## src/rtl/udl_pkg.sv

```systemverilog
package udl_pkg;

   // Word width of preset, thresholds and count
   localparam int VAL_W = 16;
   localparam int DATA_W = 32;
   localparam int ADDR_W = 8;
   localparam int IRQ_W = 3;

   // Register byte offsets
   localparam logic [ADDR_W-1:0] OFS_CTRL = 8'h00;
   localparam logic [ADDR_W-1:0] OFS_PRESET = 8'h04;
   localparam logic [ADDR_W-1:0] OFS_MIN = 8'h08;
   localparam logic [ADDR_W-1:0] OFS_MAX = 8'h0c;
   localparam logic [ADDR_W-1:0] OFS_CURRENT = 8'h10;
   localparam logic [ADDR_W-1:0] OFS_FLAGS = 8'h14;
   localparam logic [ADDR_W-1:0] OFS_HISTORY = 8'h18;
   localparam logic [ADDR_W-1:0] OFS_IRQ_STATUS = 8'h1c;
   localparam logic [ADDR_W-1:0] OFS_IRQ_CLEAR = 8'h20;
   localparam logic [ADDR_W-1:0] OFS_IRQ_ENABLE = 8'h24;

   // Field positions
   localparam int CTRL_EN_BIT = 0;
   localparam int FLAG_LO_BIT = 0;
   localparam int FLAG_HI_BIT = 1;
   localparam int HIST_UP_BIT = 0;
   localparam int HIST_DN_BIT = 1;
   localparam int IRQ_LO_BIT = 0;
   localparam int IRQ_HI_BIT = 1;
   localparam int IRQ_WRAP_BIT = 2;

   // Values after reset, and fixed word constants
   localparam logic [VAL_W-1:0] RST_PRESET = 16'h0000;
   localparam logic [VAL_W-1:0] RST_MIN = 16'h0000;
   localparam logic [VAL_W-1:0] RST_MAX = 16'h0001;
   localparam logic [VAL_W-1:0] VAL_ONE = 16'h0001;
   localparam logic [VAL_W-1:0] VAL_ZERO = 16'h0000;
   localparam logic [VAL_W-1:0] VAL_POS_TOP = 16'h7fff;
   localparam logic [VAL_W-1:0] VAL_NEG_TOP = 16'h8000;

   // Limit flags as one carrier
   typedef struct packed {
      logic hi;
      logic lo;
   } udl_flags_t;

   // Whole state of the counter block
   typedef struct packed {
      logic up_s1;
      logic up_s2;
      logic dn_s1;
      logic dn_s2;
      logic enable;
      logic [VAL_W-1:0] preset;
      logic [VAL_W-1:0] min_thr;
      logic [VAL_W-1:0] max_thr;
      logic [VAL_W-1:0] cur;
      udl_flags_t flags;
      logic [VAL_W-1:0] hist;
      logic [IRQ_W-1:0] irq_st;
      logic [IRQ_W-1:0] irq_en;
      logic [DATA_W-1:0] rdata;
   } udl_state_t;

endpackage

```

## src/rtl/udl_counter.sv

```systemverilog
// Behaviour
// - Count and limit flags follow the count inputs only while the enable bit is 1.
// - Up edges raise and down edges lower the count; both in one cycle cancel.
// - The count starts from the preset and is shown as current value.
// - A 16-bit history word keeps up in bit 0 and down in bit 1.
// - While disabled each cycle clears flags and history, loads preset.
// - With max above min, high at or over max, low at or under min.
// - With max not above min, low below max and high otherwise.
// - Preset changes while enabled are ignored until a disabled reload.
// - A negative preset or minimum is used as zero.
// - A maximum below one is used as one.
module udl_counter
   import udl_pkg::*;
(
   input wire logic pclk,
   input wire logic presetn,
   input wire logic psel,
   input wire logic penable,
   input wire logic pwrite,
   input wire logic [udl_pkg::ADDR_W-1:0] paddr,
   input wire logic [udl_pkg::DATA_W-1:0] pwdata,
   output logic [udl_pkg::DATA_W-1:0] prdata,
   output logic pready,
   output logic pslverr,
   input wire logic count_up_input,
   input wire logic count_down_input,
   output logic [udl_pkg::VAL_W-1:0] current_value,
   output udl_pkg::udl_flags_t limit_flags,
   output logic irq
);
   import udl_pkg::*;

   udl_state_t s_r;
   udl_state_t s_nxt;

   logic acc;
   logic wr;
   logic up_rise;
   logic dn_rise;
   logic wrap_ev;
   logic [VAL_W-1:0] pre_c;
   logic [VAL_W-1:0] min_c;
   logic [VAL_W-1:0] max_c;
   logic [IRQ_W-1:0] ev;
   logic [IRQ_W-1:0] clr;

   // Negative word read as zero
   function automatic logic [VAL_W-1:0] clamp_zero(logic [VAL_W-1:0] v);
      return v[VAL_W-1] ? VAL_ZERO : v;
   endfunction

   // Word below one read as one
   function automatic logic [VAL_W-1:0] clamp_one(logic [VAL_W-1:0] v);
      return ($signed(v) < $signed(VAL_ONE)) ? VAL_ONE : v;
   endfunction

   // Signed a >= b
   function automatic logic sge(logic [VAL_W-1:0] a, logic [VAL_W-1:0] b);
      return $signed(a) >= $signed(b);
   endfunction

   // Address decode for the error answer; the read mux decodes on its own
   function automatic logic is_mapped(logic [ADDR_W-1:0] a);
      unique case (a)
         OFS_CTRL, OFS_PRESET, OFS_MIN, OFS_MAX, OFS_CURRENT, OFS_FLAGS,
         OFS_HISTORY, OFS_IRQ_STATUS, OFS_IRQ_CLEAR,
         OFS_IRQ_ENABLE: return 1'b1;
         default: return 1'b0;
      endcase
   endfunction

   // Limit flags from a count and the clamped thresholds
   function automatic udl_flags_t limits(logic [VAL_W-1:0] c,
                                         logic [VAL_W-1:0] mn,
                                         logic [VAL_W-1:0] mx);
      udl_flags_t f;
      f = '0;
      if (!sge(mn, mx)) begin
         f.hi = sge(c, mx);
         f.lo = sge(mn, c);
      end else begin
         f.lo = !sge(c, mx);
         f.hi = sge(c, mx);
      end
      return f;
   endfunction

   // Zero wait states; error only for unmapped addresses
   assign pready = 1'b1;
   assign acc = psel && penable;
   assign wr = acc && pwrite;
   assign pslverr = acc && !is_mapped(paddr);

   // Outputs straight from the state register
   assign prdata = s_r.rdata;
   assign current_value = s_r.cur;
   assign limit_flags = s_r.flags;
   assign irq = |(s_r.irq_st & s_r.irq_en);

   // Clamped operands, taken fresh each evaluation
   assign pre_c = clamp_zero(s_r.preset);
   assign min_c = clamp_zero(s_r.min_thr);
   assign max_c = clamp_one(s_r.max_thr);

   // Edge detect against the stored history, not the raw pin
   assign up_rise = s_r.enable && s_r.up_s2 && !s_r.hist[HIST_UP_BIT];
   assign dn_rise = s_r.enable && s_r.dn_s2 && !s_r.hist[HIST_DN_BIT];

   // Wrap of the signed count raises an event rather than saturating
   assign wrap_ev = (up_rise && !dn_rise && s_r.cur == VAL_POS_TOP) ||
                    (dn_rise && !up_rise && s_r.cur == VAL_NEG_TOP);

   assign clr = (wr && paddr == OFS_IRQ_CLEAR) ? pwdata[IRQ_W-1:0] : '0;

   // Next state: sync, count, flags, registers, interrupts
   always_comb begin
      s_nxt = s_r;
      // Pins pass two flops before any logic reads them
      s_nxt.up_s1 = count_up_input;
      s_nxt.up_s2 = s_r.up_s1;
      s_nxt.dn_s1 = count_down_input;
      s_nxt.dn_s2 = s_r.dn_s1;

      if (!s_r.enable) begin
         // Reload each cycle from the stored preset, so a preset written now lands a cycle later
         s_nxt.cur = pre_c;
         s_nxt.flags = '0;
         s_nxt.hist[HIST_UP_BIT] = 1'b0;
         s_nxt.hist[HIST_DN_BIT] = 1'b0;
      end else begin
         // Both edges together cancel out
         if (up_rise && !dn_rise) begin
            s_nxt.cur = s_r.cur + VAL_ONE;
         end else if (dn_rise && !up_rise) begin
            s_nxt.cur = s_r.cur - VAL_ONE;
         end
         s_nxt.hist[HIST_UP_BIT] = s_r.up_s2;
         s_nxt.hist[HIST_DN_BIT] = s_r.dn_s2;
         s_nxt.flags = limits(s_nxt.cur, min_c, max_c);
      end
      s_nxt.hist[VAL_W-1:2] = '0;

      // Register writes take effect in the access cycle
      if (wr) begin
         unique case (paddr)
            OFS_CTRL: s_nxt.enable = pwdata[CTRL_EN_BIT];
            OFS_PRESET: s_nxt.preset = pwdata[VAL_W-1:0];
            OFS_MIN: s_nxt.min_thr = pwdata[VAL_W-1:0];
            OFS_MAX: s_nxt.max_thr = pwdata[VAL_W-1:0];
            OFS_IRQ_ENABLE: s_nxt.irq_en = pwdata[IRQ_W-1:0];
            default: ;
         endcase
      end

      // Sticky events; a set in the clear cycle wins
      ev = '0;
      ev[IRQ_LO_BIT] = s_nxt.flags.lo && !s_r.flags.lo;
      ev[IRQ_HI_BIT] = s_nxt.flags.hi && !s_r.flags.hi;
      ev[IRQ_WRAP_BIT] = wrap_ev;
      s_nxt.irq_st = (s_r.irq_st & ~clr) | ev;

      // Read data captured in the setup cycle, shown in access
      if (psel && !penable && !pwrite) begin
         s_nxt.rdata = '0;
         unique case (paddr)
            OFS_CTRL: s_nxt.rdata[CTRL_EN_BIT] = s_r.enable;
            OFS_PRESET: s_nxt.rdata[VAL_W-1:0] = s_r.preset;
            OFS_MIN: s_nxt.rdata[VAL_W-1:0] = s_r.min_thr;
            OFS_MAX: s_nxt.rdata[VAL_W-1:0] = s_r.max_thr;
            OFS_CURRENT: s_nxt.rdata[VAL_W-1:0] = s_r.cur;
            OFS_FLAGS: s_nxt.rdata[1:0] = {s_r.flags.hi, s_r.flags.lo};
            OFS_HISTORY: s_nxt.rdata[VAL_W-1:0] = s_r.hist;
            OFS_IRQ_STATUS: s_nxt.rdata[IRQ_W-1:0] = s_r.irq_st;
            OFS_IRQ_ENABLE: s_nxt.rdata[IRQ_W-1:0] = s_r.irq_en;
            default: ;
         endcase
      end
   end

   // Single state register
   always_ff @(posedge pclk or negedge presetn) begin
      if (!presetn) begin
         s_r <= '0;
         s_r.preset <= RST_PRESET;
         s_r.min_thr <= RST_MIN;
         s_r.max_thr <= RST_MAX;
      end else begin
         s_r <= s_nxt;
      end
   end
endmodule

```

## config.mk

```make
export PLATFORM = sky130hd
export DESIGN_NAME = udl_counter
export DESIGN_NICKNAME = d
export VERILOG_FILES = /design/src/rtl/udl_pkg.sv /design/src/rtl/udl_counter.sv
export SDC_FILE = /design/constraint.sdc
export NUM_CORES = 1
export LEC_CHECK = 0
export BUFFER_PORTS_ARGS = -buffer_cell sky130_fd_sc_hd__buf_2
export CAP_MARGIN = 15
export CORE_ASPECT_RATIO = 1.75
export CORE_MARGIN = 5
export CORE_UTILIZATION = 55
export CTS_CLUSTER_DIAMETER = 60
export DETAILED_ROUTE_END_ITERATION = 6
export GPL_TIMING_DRIVEN = 0
export PLACE_DENSITY = 0.78
export SYNTH_ARGS = -nofsm -noshare
export SYNTH_HDL_FRONTEND = slang
export SYNTH_SLANG_ARGS = --single-unit
```

## constraint.sdc

```tcl
create_clock -name pclk -period 10.1 [get_ports pclk]
set_input_delay 0.505 -clock pclk [delete_from_list [all_inputs] [get_ports pclk]]
set_output_delay 0.505 -clock pclk [all_outputs]
set_load 0.05 [all_outputs]
```

* Word level (Yosys, flattened, before mapping)
Index checks and enable logic that the tools add are counted.
** Operators by class
- Add/subtract/negate cells :: 2
- Reduce and logical (&&, ||, !) cells :: 35
- Muxes and demuxes :: 15
- Order comparisons :: 4
- Bitwise operators :: 4
- Equal/unequal tests :: 11
** Operator list (count)
- 16-bit two-way mux :: 4
- 13-bit case mux with 4 select lines :: 1
- 16-bit greater-or-equal comparator :: 3
- 8-bit by 5-bit equality test with 1-bit output (second input constant) :: 4
- 15-bit two-way mux :: 2
- 18-bit two-way mux :: 1
- 16-bit by 1-bit adder with 16-bit output (second input constant) :: 1
- 16-bit by 15-bit equality test with 1-bit output (second input constant) :: 1
- 16-bit equality test (second input constant) :: 1
- 8-bit by 4-bit equality test with 1-bit output (second input constant) :: 2
- 8-bit by 6-bit equality test with 1-bit output (second input constant) :: 2
- 1-bit logical AND :: 16
- 16-bit by 2-bit < comparator with 1-bit output (second input constant) :: 1
- 16-bit by 1-bit subtractor with 16-bit output (second input constant) :: 1
- 1-bit logical NOT :: 10
- 2-bit AND reduction :: 5
- 10-bit OR reduction :: 1
- 1-bit case mux with 9 select lines :: 1
- 8-bit by 3-bit equality test with 1-bit output (second input constant) :: 1
- 8-bit logical NOT :: 1
- 1-bit case mux with 8 select lines :: 1
- 3-bit AND :: 2
- 1-bit case mux with 6 select lines :: 1
- 3-bit two-way mux :: 1
- other kinds (6) :: 7
** Storage, ports and cells
- Register bits after elaboration :: 95
- Bits of input ports :: 47
- Output and inout port bits :: 53
- Logic and storage cells :: 86

* Depth between registers and ports, before layout
Gate-level depths: netlist (run 1).
- Word-level depth :: 13
- Depth in mapped cells :: 14
- Gate-level depth less buffers :: 14

* Worst setup path before layout (run 1)
Ideal clock, no wire load.
- Path kind :: reg-to-reg
- Start :: register s_r[84] (netlist bit)
- End :: register s_r[35] (netlist bit)
- Data arrival time :: 3.175 ns
- Data required time :: 9.996 ns
- Slack :: 6.821 ns
- Clock period less this slack :: 3.279 ns
- Library setup time :: 0.104 ns
- Path buffers :: 1
- Cell stages (with the launch flop) :: 13
- Cells stage by stage :: dfrtp_1 -> nor4_1 -> and4_1 -> ha_1 -> clkbuf_1 -> or2_2 -> ha_1 -> nand2b_1 -> a2111oi_0 -> o311ai_1 -> a221oi_1 -> o21ba_2 -> o41ai_2
** RTL lines
- start: declaration :: line udl_counter.sv:33 : udl_state_t s_r;
- start signal: assignment :: line udl_counter.sv:188 : s_r <= s_nxt;

==> metrics.md, run 1 <==
| Metric | Value |
|---|---|
| Die outline width | around 92 um |
| Detailed-route DRC error count | 0 |
| Cell at the root of the clock tree | clkbuf_16 |
| Pleak | about 3.7 nW |
| Type of destination of the critical path | flip-flop |
| Clock tree sinks | 95 |
| Global-route usage over all layers | 28.8% |
| Hold Fails Final Rpt | 0 |
| Endpoints failing setup | 0 |
| Final total power | about 0.87 mW |
| Crit Path Category | flip-flop to flip-flop |
| Period Utilization, post-route | 41.4% |
| Max-slew violation count | 0 |
| DP Wirelength | roughly 16 mm |
| Count of flip-flops with a built-in enable after synthesis | 0 |
| Clock latency at the later pin of the worst-skew pair | 350 ps |
| Leftover overflow at the end of global routing | 0 |
| Utilization of the core after routing | 63.6% |
| Register cell area after layout | 2380 um^2 |
| IR Drop Worst-Case VDD | 0.0831 mV |
| Setup TNS | 0 ps |
| IO Port Bufs | 66 |
| Worst-path clk slew | 70 ps |
| Register area share after synthesis | 36.7% |
| Detailed Route Iter0 Violations | 332 |
| Die area | 14100 um^2 |
| Vias in the first global route | 5859 |
| Run status | completed |
| Combined area of all synthesized cells | approximately 6500 um^2 |
| Die Height | between 150 and 200 um |
| Yosys cell types | 70 |
| Most common cell after layout, fill and taps aside | dfrtp_1 |
| Ports placed on the boundary | 100 |
| Headroom to the max-slew limit | roughly half |
| Standard-cell row count | 52 |
| Non-filler cells in the finished layout | 882 |
| Final #Nets | 839 |
| Total vias in the final route | 5501 |
| Std-Cell Core Area | 11600 um^2 |
| Setup repair bufs after CTS | 0 |
| Effective utilization at floorplan | 55.9% |
| Post-layout minimum cycle time | 4180 ps |
| Yosys warning total | 0 |
| Final GP Congestion | roughly 0.95 |
| Total iterations of the first detailed-routing run | 5 |
| Required time at the worst-slack endpoint | 10350 ps |
| Power density over the cells | 119 nW/um^2 |
| Max-Cap Viols | 0 |
| Final routed wire length divided by cell count | 22.5 um |
| Maximum clock frequency | 239 MHz |
| Share of post-route cells with drive strength above 1 | between 30% and 40% |
| Quantity of hold-fixing buffers added after cts | 0 |
| FF+latch count, synth | 95 |
| Data arrival time of the worst path | 4430 ps |
| Crit path max fanout | 10 |
| Average instance area after synthesis | 9.98 um^2 |
| TritonCTS Buffers | 9 |
| Worst Hold Class | input port to async pin |
| TritonCTS clock tree | built |
| Setup repair after global routing missed its margin | false |
| Actual transition at the worst max-transition pin | 745 ps |
| Async S/R FF share, synth | 100% |
| Synth Flop Type | dfrtp_1 |
| Area grow syn2layout | 13.7% |
| Inst Count DP | 866 |
| Setup clock skew after layout | 6.06 ps |
| Most used cells in the layout excluding fill and tap cells | 94 x dfrtp_1, 77 x buf_2, 54 x buf_4 |
| Post-Syn Instances | 649 |
| Post-DR vias/cell | 6.24 |
| CTS resizes | 0 |
| Maximum number of pins on one net before global-route repair | 71 |
| Number of diodes added for antenna fixing | 0 |
| Wire length of the first global-routing pass | 30.7 mm |
| Number of H-tree branching levels | 3 |
| Number of routed nets with antenna violations | 0 |
| CTS Buffer Depth | 2 |
| Antenna violations before repair | 0 |
| Fill cells | 1007 |
| Worst r2r path cells | 12 |
| Category of the worst setup path launch point | flip-flop |
| Routed wire length | 19.8 mm |
| Area used by multi-input combinational logic | 3540 um^2 |
[critical path, cell delays in order (launching register included)]
cell       delay (ps)
dfrtp_1           460
nor4_1            380
and4_1            250
ha_1              290
clkbuf_1          210
or2_2             340
ha_1              280
nand2b_1          150
a2111oi_0         430
o311ai_1          200
a221oi_1          630
o21ba_2           270
o41ai_2           190
[flip-flops by register name, indices dropped and copies added (netlist names)]
signal and cells:
current_value 16, prdata 16, limit_flags 2, s_r 59
s_nxt 2
[metrics by stage]
| step | area [um^2] | setup slack, ps | hold slack, ps |
|---|---|---|---|
| final | 7370 | 5920 | 65.6 |
| after global routing | 7370 | 5720 | 94.7 |
| after global placement | 7030 | 6100 | 334 |
| after CTS | 7370 | 6050 | 69.0 |
| after floorplan | 6530 | 6820 | 209 |
| after detailed placement | 7060 | 6100 | 353 |
[Yosys cell counts, drive strengths merged (2+ instances only)]
library cell / n / area share [%]
nand3: 11 / 0.93
mux2i: 5 / 0.77
buf: 66 / 7.2
a221oi: 16 / 2.2
nor4b: 2 / 0.60
a211oi: 3 / 0.35
xnor2: 7 / 1.2
nand3b: 4 / 0.52
and4: 3 / 0.41
nor4: 14 / 1.9
ha: 50 / 9.7
o32ai: 2 / 0.27
a22oi: 3 / 0.35
o22ai: 10 / 1.2
nor3b: 6 / 0.70
a22o: 16 / 2.2
nand2b: 20 / 1.9
nor2: 26 / 1.6
clkbuf: 12 / 0.70
or4: 2 / 0.35
a31oi: 4 / 0.39
or2: 3 / 0.29
a21o: 8 / 0.93
o211ai: 3 / 0.35
o41ai: 2 / 0.39
inv: 28 / 1.6
xor2: 8 / 1.1
a32oi: 2 / 0.27
nand2: 53 / 3.1
conb: 2 / 0.12
mux2: 52 / 9.0
a21oi: 18 / 1.4
and3: 3 / 0.29
a211o: 3 / 0.41
dfrtp: 94 / 36
a221o: 2 / 0.31
nor3: 12 / 1.4
nand4: 7 / 0.68
and2: 4 / 0.39
o21ai: 31 / 2.4
nor2b: 16 / 1.5
o31ai: 5 / 0.58
[report_power, final]
group	total [mW]	internal [mW]	leakage (nW)	switching (mW)
sequential	0.392	0.385	1.30	0.00670
clock	0.359	0.196	0.142	0.163
combinational	0.123	0.0461	2.31	0.0768
[metal layers]
| layer | wire (um) | track usage (%) | up-vias |
|---|---|---|---|
| li1 | - | - | 2481 |
| met1 | 6410 | 27.6 | 2636 |
| met2 | 10600 | 52.1 | 269 |
| met3 | 896 | 4.50 | 115 |
| met4 | 1910 | 24.5 | 0 |
| met5 | 0 | 0 | - |
[logic make-up after synthesis]
logic type      Yosys count  share of synthesized area [%]
flops                    95                           36.7
fa+ha+maj                50                           9.66
other cells               2                          0.116
xor+xnor                 15                           2.26
compound gates          134                           14.7
buf+inv                 106                           9.56
simple gates            190                           17.2
mux                      57                           9.81
[cell type report]
class / instances / area share (%)
Timing Repair Buffer: 67 / 4.89
Inverter: 28 / 1.43
Tap cell: 135 / 2.29
Sequential cell: 95 / 32.3
Clock inverter: 6 / 1.00
Clock buffer: 10 / 3.11
Buffer: 78 / 6.98
Multi-Input combinational cell: 463 / 48.0
[worst paths after layout]
kind / from / to / slack, ps
setup / recovery: s_r[77]$_DFFE_PN0P_ / s_r[35]$_DFF_PN0_ / 5920
hold / removal: presetn / s_nxt[121]$_DFF_PN0_ / 70
setup reg to reg: s_r[77]$_DFFE_PN0P_ / s_r[35]$_DFF_PN0_ / 5920
hold reg to reg: s_nxt[121]$_DFF_PN0_ / s_r[121]$_DFF_PN0_ / 370
max in group asynchronous: presetn / s_r[72]$_DFFE_PN1P_ / 9340
min in group pclk: count_down_input / s_nxt[121]$_DFF_PN0_ / 250
(Power assumes the default switching activity.)
==> run 2, diff against run 1 <==
==> constraint.sdc (replaced) <==
create_clock -name pclk -period 4.08 [get_ports pclk]
set_input_delay 0.204 -clock pclk [delete_from_list [all_inputs] [get_ports pclk]]
set_output_delay 0.204 -clock pclk [all_outputs]
set_load 0.05 [all_outputs]
==> metrics.md, run 2 (synthesis gave the netlist of run 1 again) <==
| Metric | Value |
|---|---|
| Pleak | 3.76 nW (+0.49%) |
| Clock tree sinks | 95 (unchanged) |
| Share of post-route cells with drive strength above 1 | 30.9% (+0.10 points) |
| Crit path max fanout | 10 (unchanged) |
| Biggest register | s_r |
| Headroom to the max-slew limit | 50.3% (+0.55 points) |
| Max-Cap Viols | 0 (unchanged) |
| Utilization of the core after routing | 64.0% (+0.38 points) |
| Detailed Route Iter0 Violations | 355 (+6.9%) |
| Endpoints failing setup | 0 (unchanged) |
| Routed wire length | 19.9 mm (+0.43%) |
| Number of H-tree branching levels | 3 (unchanged) |
| Detailed-route DRC error count | 0 (unchanged) |
| Antenna violations before repair | 0 (unchanged) |
| Actual transition at the worst max-transition pin | 737 ps (-8.14 ps) |
| Run status | completed |
| Period Utilization, post-route | 95.1% (+54 points) |
| Setup clock skew after layout | 5.99 ps (-0.0641 ps) |
| Vias in the first global route | 5860 (+0.017%) |
| CTS Buffer Depth | 2 (unchanged) |
| Cell at the root of the clock tree | clkbuf_16 |
| Final setup slack of the worst path | 198 ps (-5730 ps) |
| Most common cell after layout, fill and taps aside | dfrtp_1 |
| Ports placed on the boundary | 100 (unchanged) |
| Type of destination of the critical path | flip-flop |
| Post-layout minimum cycle time | 3880 ps (-295 ps) |
| Data arrival time of the worst path | 4130 ps (-300 ps) |
| Final #Nets | 843 (+0.48%) |
| Total iterations of the first detailed-routing run | 7 (+2) |
| Number of routed nets with antenna violations | 0 (unchanged) |
| Die area | 14100 um^2 (unchanged) |
| Maximum clock frequency | 258 MHz (+7.6%) |
| Global-route usage over all layers | 28.7% (-0.038 points) |
| Total vias in the final route | 5514 (+0.24%) |
| Die Height | 154 um (unchanged) |
| Hold Fails Final Rpt | 0 (unchanged) |
| Standard-cell row count | 52 (unchanged) |
| Area grow syn2layout | 14.4% |
| Clock latency at the later pin of the worst-skew pair | 350 ps (about the same) |
| Setup TNS | 0 ps (unchanged) |
| TritonCTS clock tree | built |
| Worst-path clk slew | 70 ps (about the same) |
| Leftover overflow at the end of global routing | 0 (unchanged) |
| Required time at the worst-slack endpoint | 4330 ps (-6020 ps) |
| Max-slew violation count | 0 (unchanged) |
| Flip-flop count of the largest register, all copies and words added | 59 (unchanged) |
| Maximum number of pins on one net before global-route repair | 71 (unchanged) |
| IR Drop Worst-Case VDD | 0.204 mV (+150%) |
| TritonCTS Buffers | 9 (unchanged) |
| Setup repair after global routing missed its margin | false |
| Most used cells in the layout excluding fill and tap cells | 94 x dfrtp_1, 77 x buf_2, 55 x buf_4 |
| Crit Path Category | flip-flop to flip-flop |
| Final routed wire length divided by cell count | 22.5 um (about the same) |
| Category of the worst setup path launch point | flip-flop |
| Final GP Congestion | 0.951 (unchanged) |
| Die outline width | 92.0 um (unchanged) |
| Wire length of the first global-routing pass | 30.7 mm (-0.13%) |
| Std-Cell Core Area | 11600 um^2 (unchanged) |
| Post-placement setup slack | 81.9 ps (-6020 ps) |
| DP Wirelength | 15.8 mm (unchanged) |
| Effective utilization at floorplan | 55.9% (unchanged) |
| Power density over the cells | 294 nW/um^2 (+150%) |
| Post-DR vias/cell | 6.22 (-0.22%) |
| IO Port Bufs | 66 (unchanged) |
| Number of diodes added for antenna fixing | 0 (unchanged) |
| Worst Hold Class | input port to flip-flop |
==> run 2: changes by cell type in the layout (fill, tap and decap cells not counted), sizes merged <==
cell	change
dlygate4sd3	+3
buf	+1
==> run 2: worst max-delay path, stage by stage (launching register included) <==
cell       delay [ps]
dfrtp_1           450
nor4_1            380
and4_1            250
ha_1              290
clkbuf_1          210
or2_2             340
ha_1              270
nand2b_1          150
a2111oi_0         420
o311ai_1          210
a221oi_2          360
o21ba_2           240
o41ai_2           200
==> run 2: cell type report <==
class	count	area [um^2]
Buffer	78	514
Clock buffer	10	229
Clock inverter	6	73.8
Fill cell	1003	4170
Inverter	28	105
Multi-Input combinational cell	463	3540
Sequential cell	95	2380
Tap cell	135	169
Timing Repair Buffer	71	398
==> run 2: report_power, final <==
part           internal [mW]  switching (mW)  total, mW
Clock                  0.485           0.404      0.889
Combinational          0.124           0.195      0.319
Sequential             0.954          0.0165      0.970
Total                   1.56           0.615       2.18
==> run 2: timing repair <==
| action | CTS | global route |
|---|---|---|
| hold buffers | 3 | 0 |
| setup endpoints to repair | 0 | 2 |
| resized for setup | 0 | 1 |
| endpoints found under the hold margin | 27 | 0 |
| setup buffers | 0 | 1 |
==> run 2: per-stage QoR <==
step	cell area [um^2]	instances	power [mW]	hold slack, ps
final	7410	886	2.18	107
after global routing	7410	886	2.25	109
after CTS	7400	885	2.17	104
after detailed placement	7060	866	1.29	150
after global placement	7030	865	1.28	313
after floorplan	6530	664	1.19	-91.6
==> run 2: metal layers <==
| layer | global-route usage [%] | part of all wire (%) |
|---|---|---|
| met2 | 52.0 | 53 |
| met5 | 0 | 0 |
| met3 | 4.50 | 4.7 |
| met4 | 24.5 | 9.4 |
| met1 | 27.6 | 33 |
==> run 2: final timing paths <==
kind / from / to / depth (start not counted) / slack (ps)
max in group asynchronous: presetn / s_r[72]$_DFFE_PN1P_ / 3 / 3070
min in group asynchronous: presetn / s_nxt[121]$_DFF_PN0_ / 2 / 310
hold reg to reg: s_nxt[123]$_DFF_PN0_ / s_r[123]$_DFF_PN0_ / 0 / 360
setup reg to reg: s_r[77]$_DFFE_PN0P_ / s_r[35]$_DFF_PN0_ / 12 / 200
setup / recovery: s_r[77]$_DFFE_PN0P_ / s_r[35]$_DFF_PN0_ / 12 / 200
hold / removal: pwdata[13] / s_r[101]$_DFFE_PN0P_ / 2 / 110
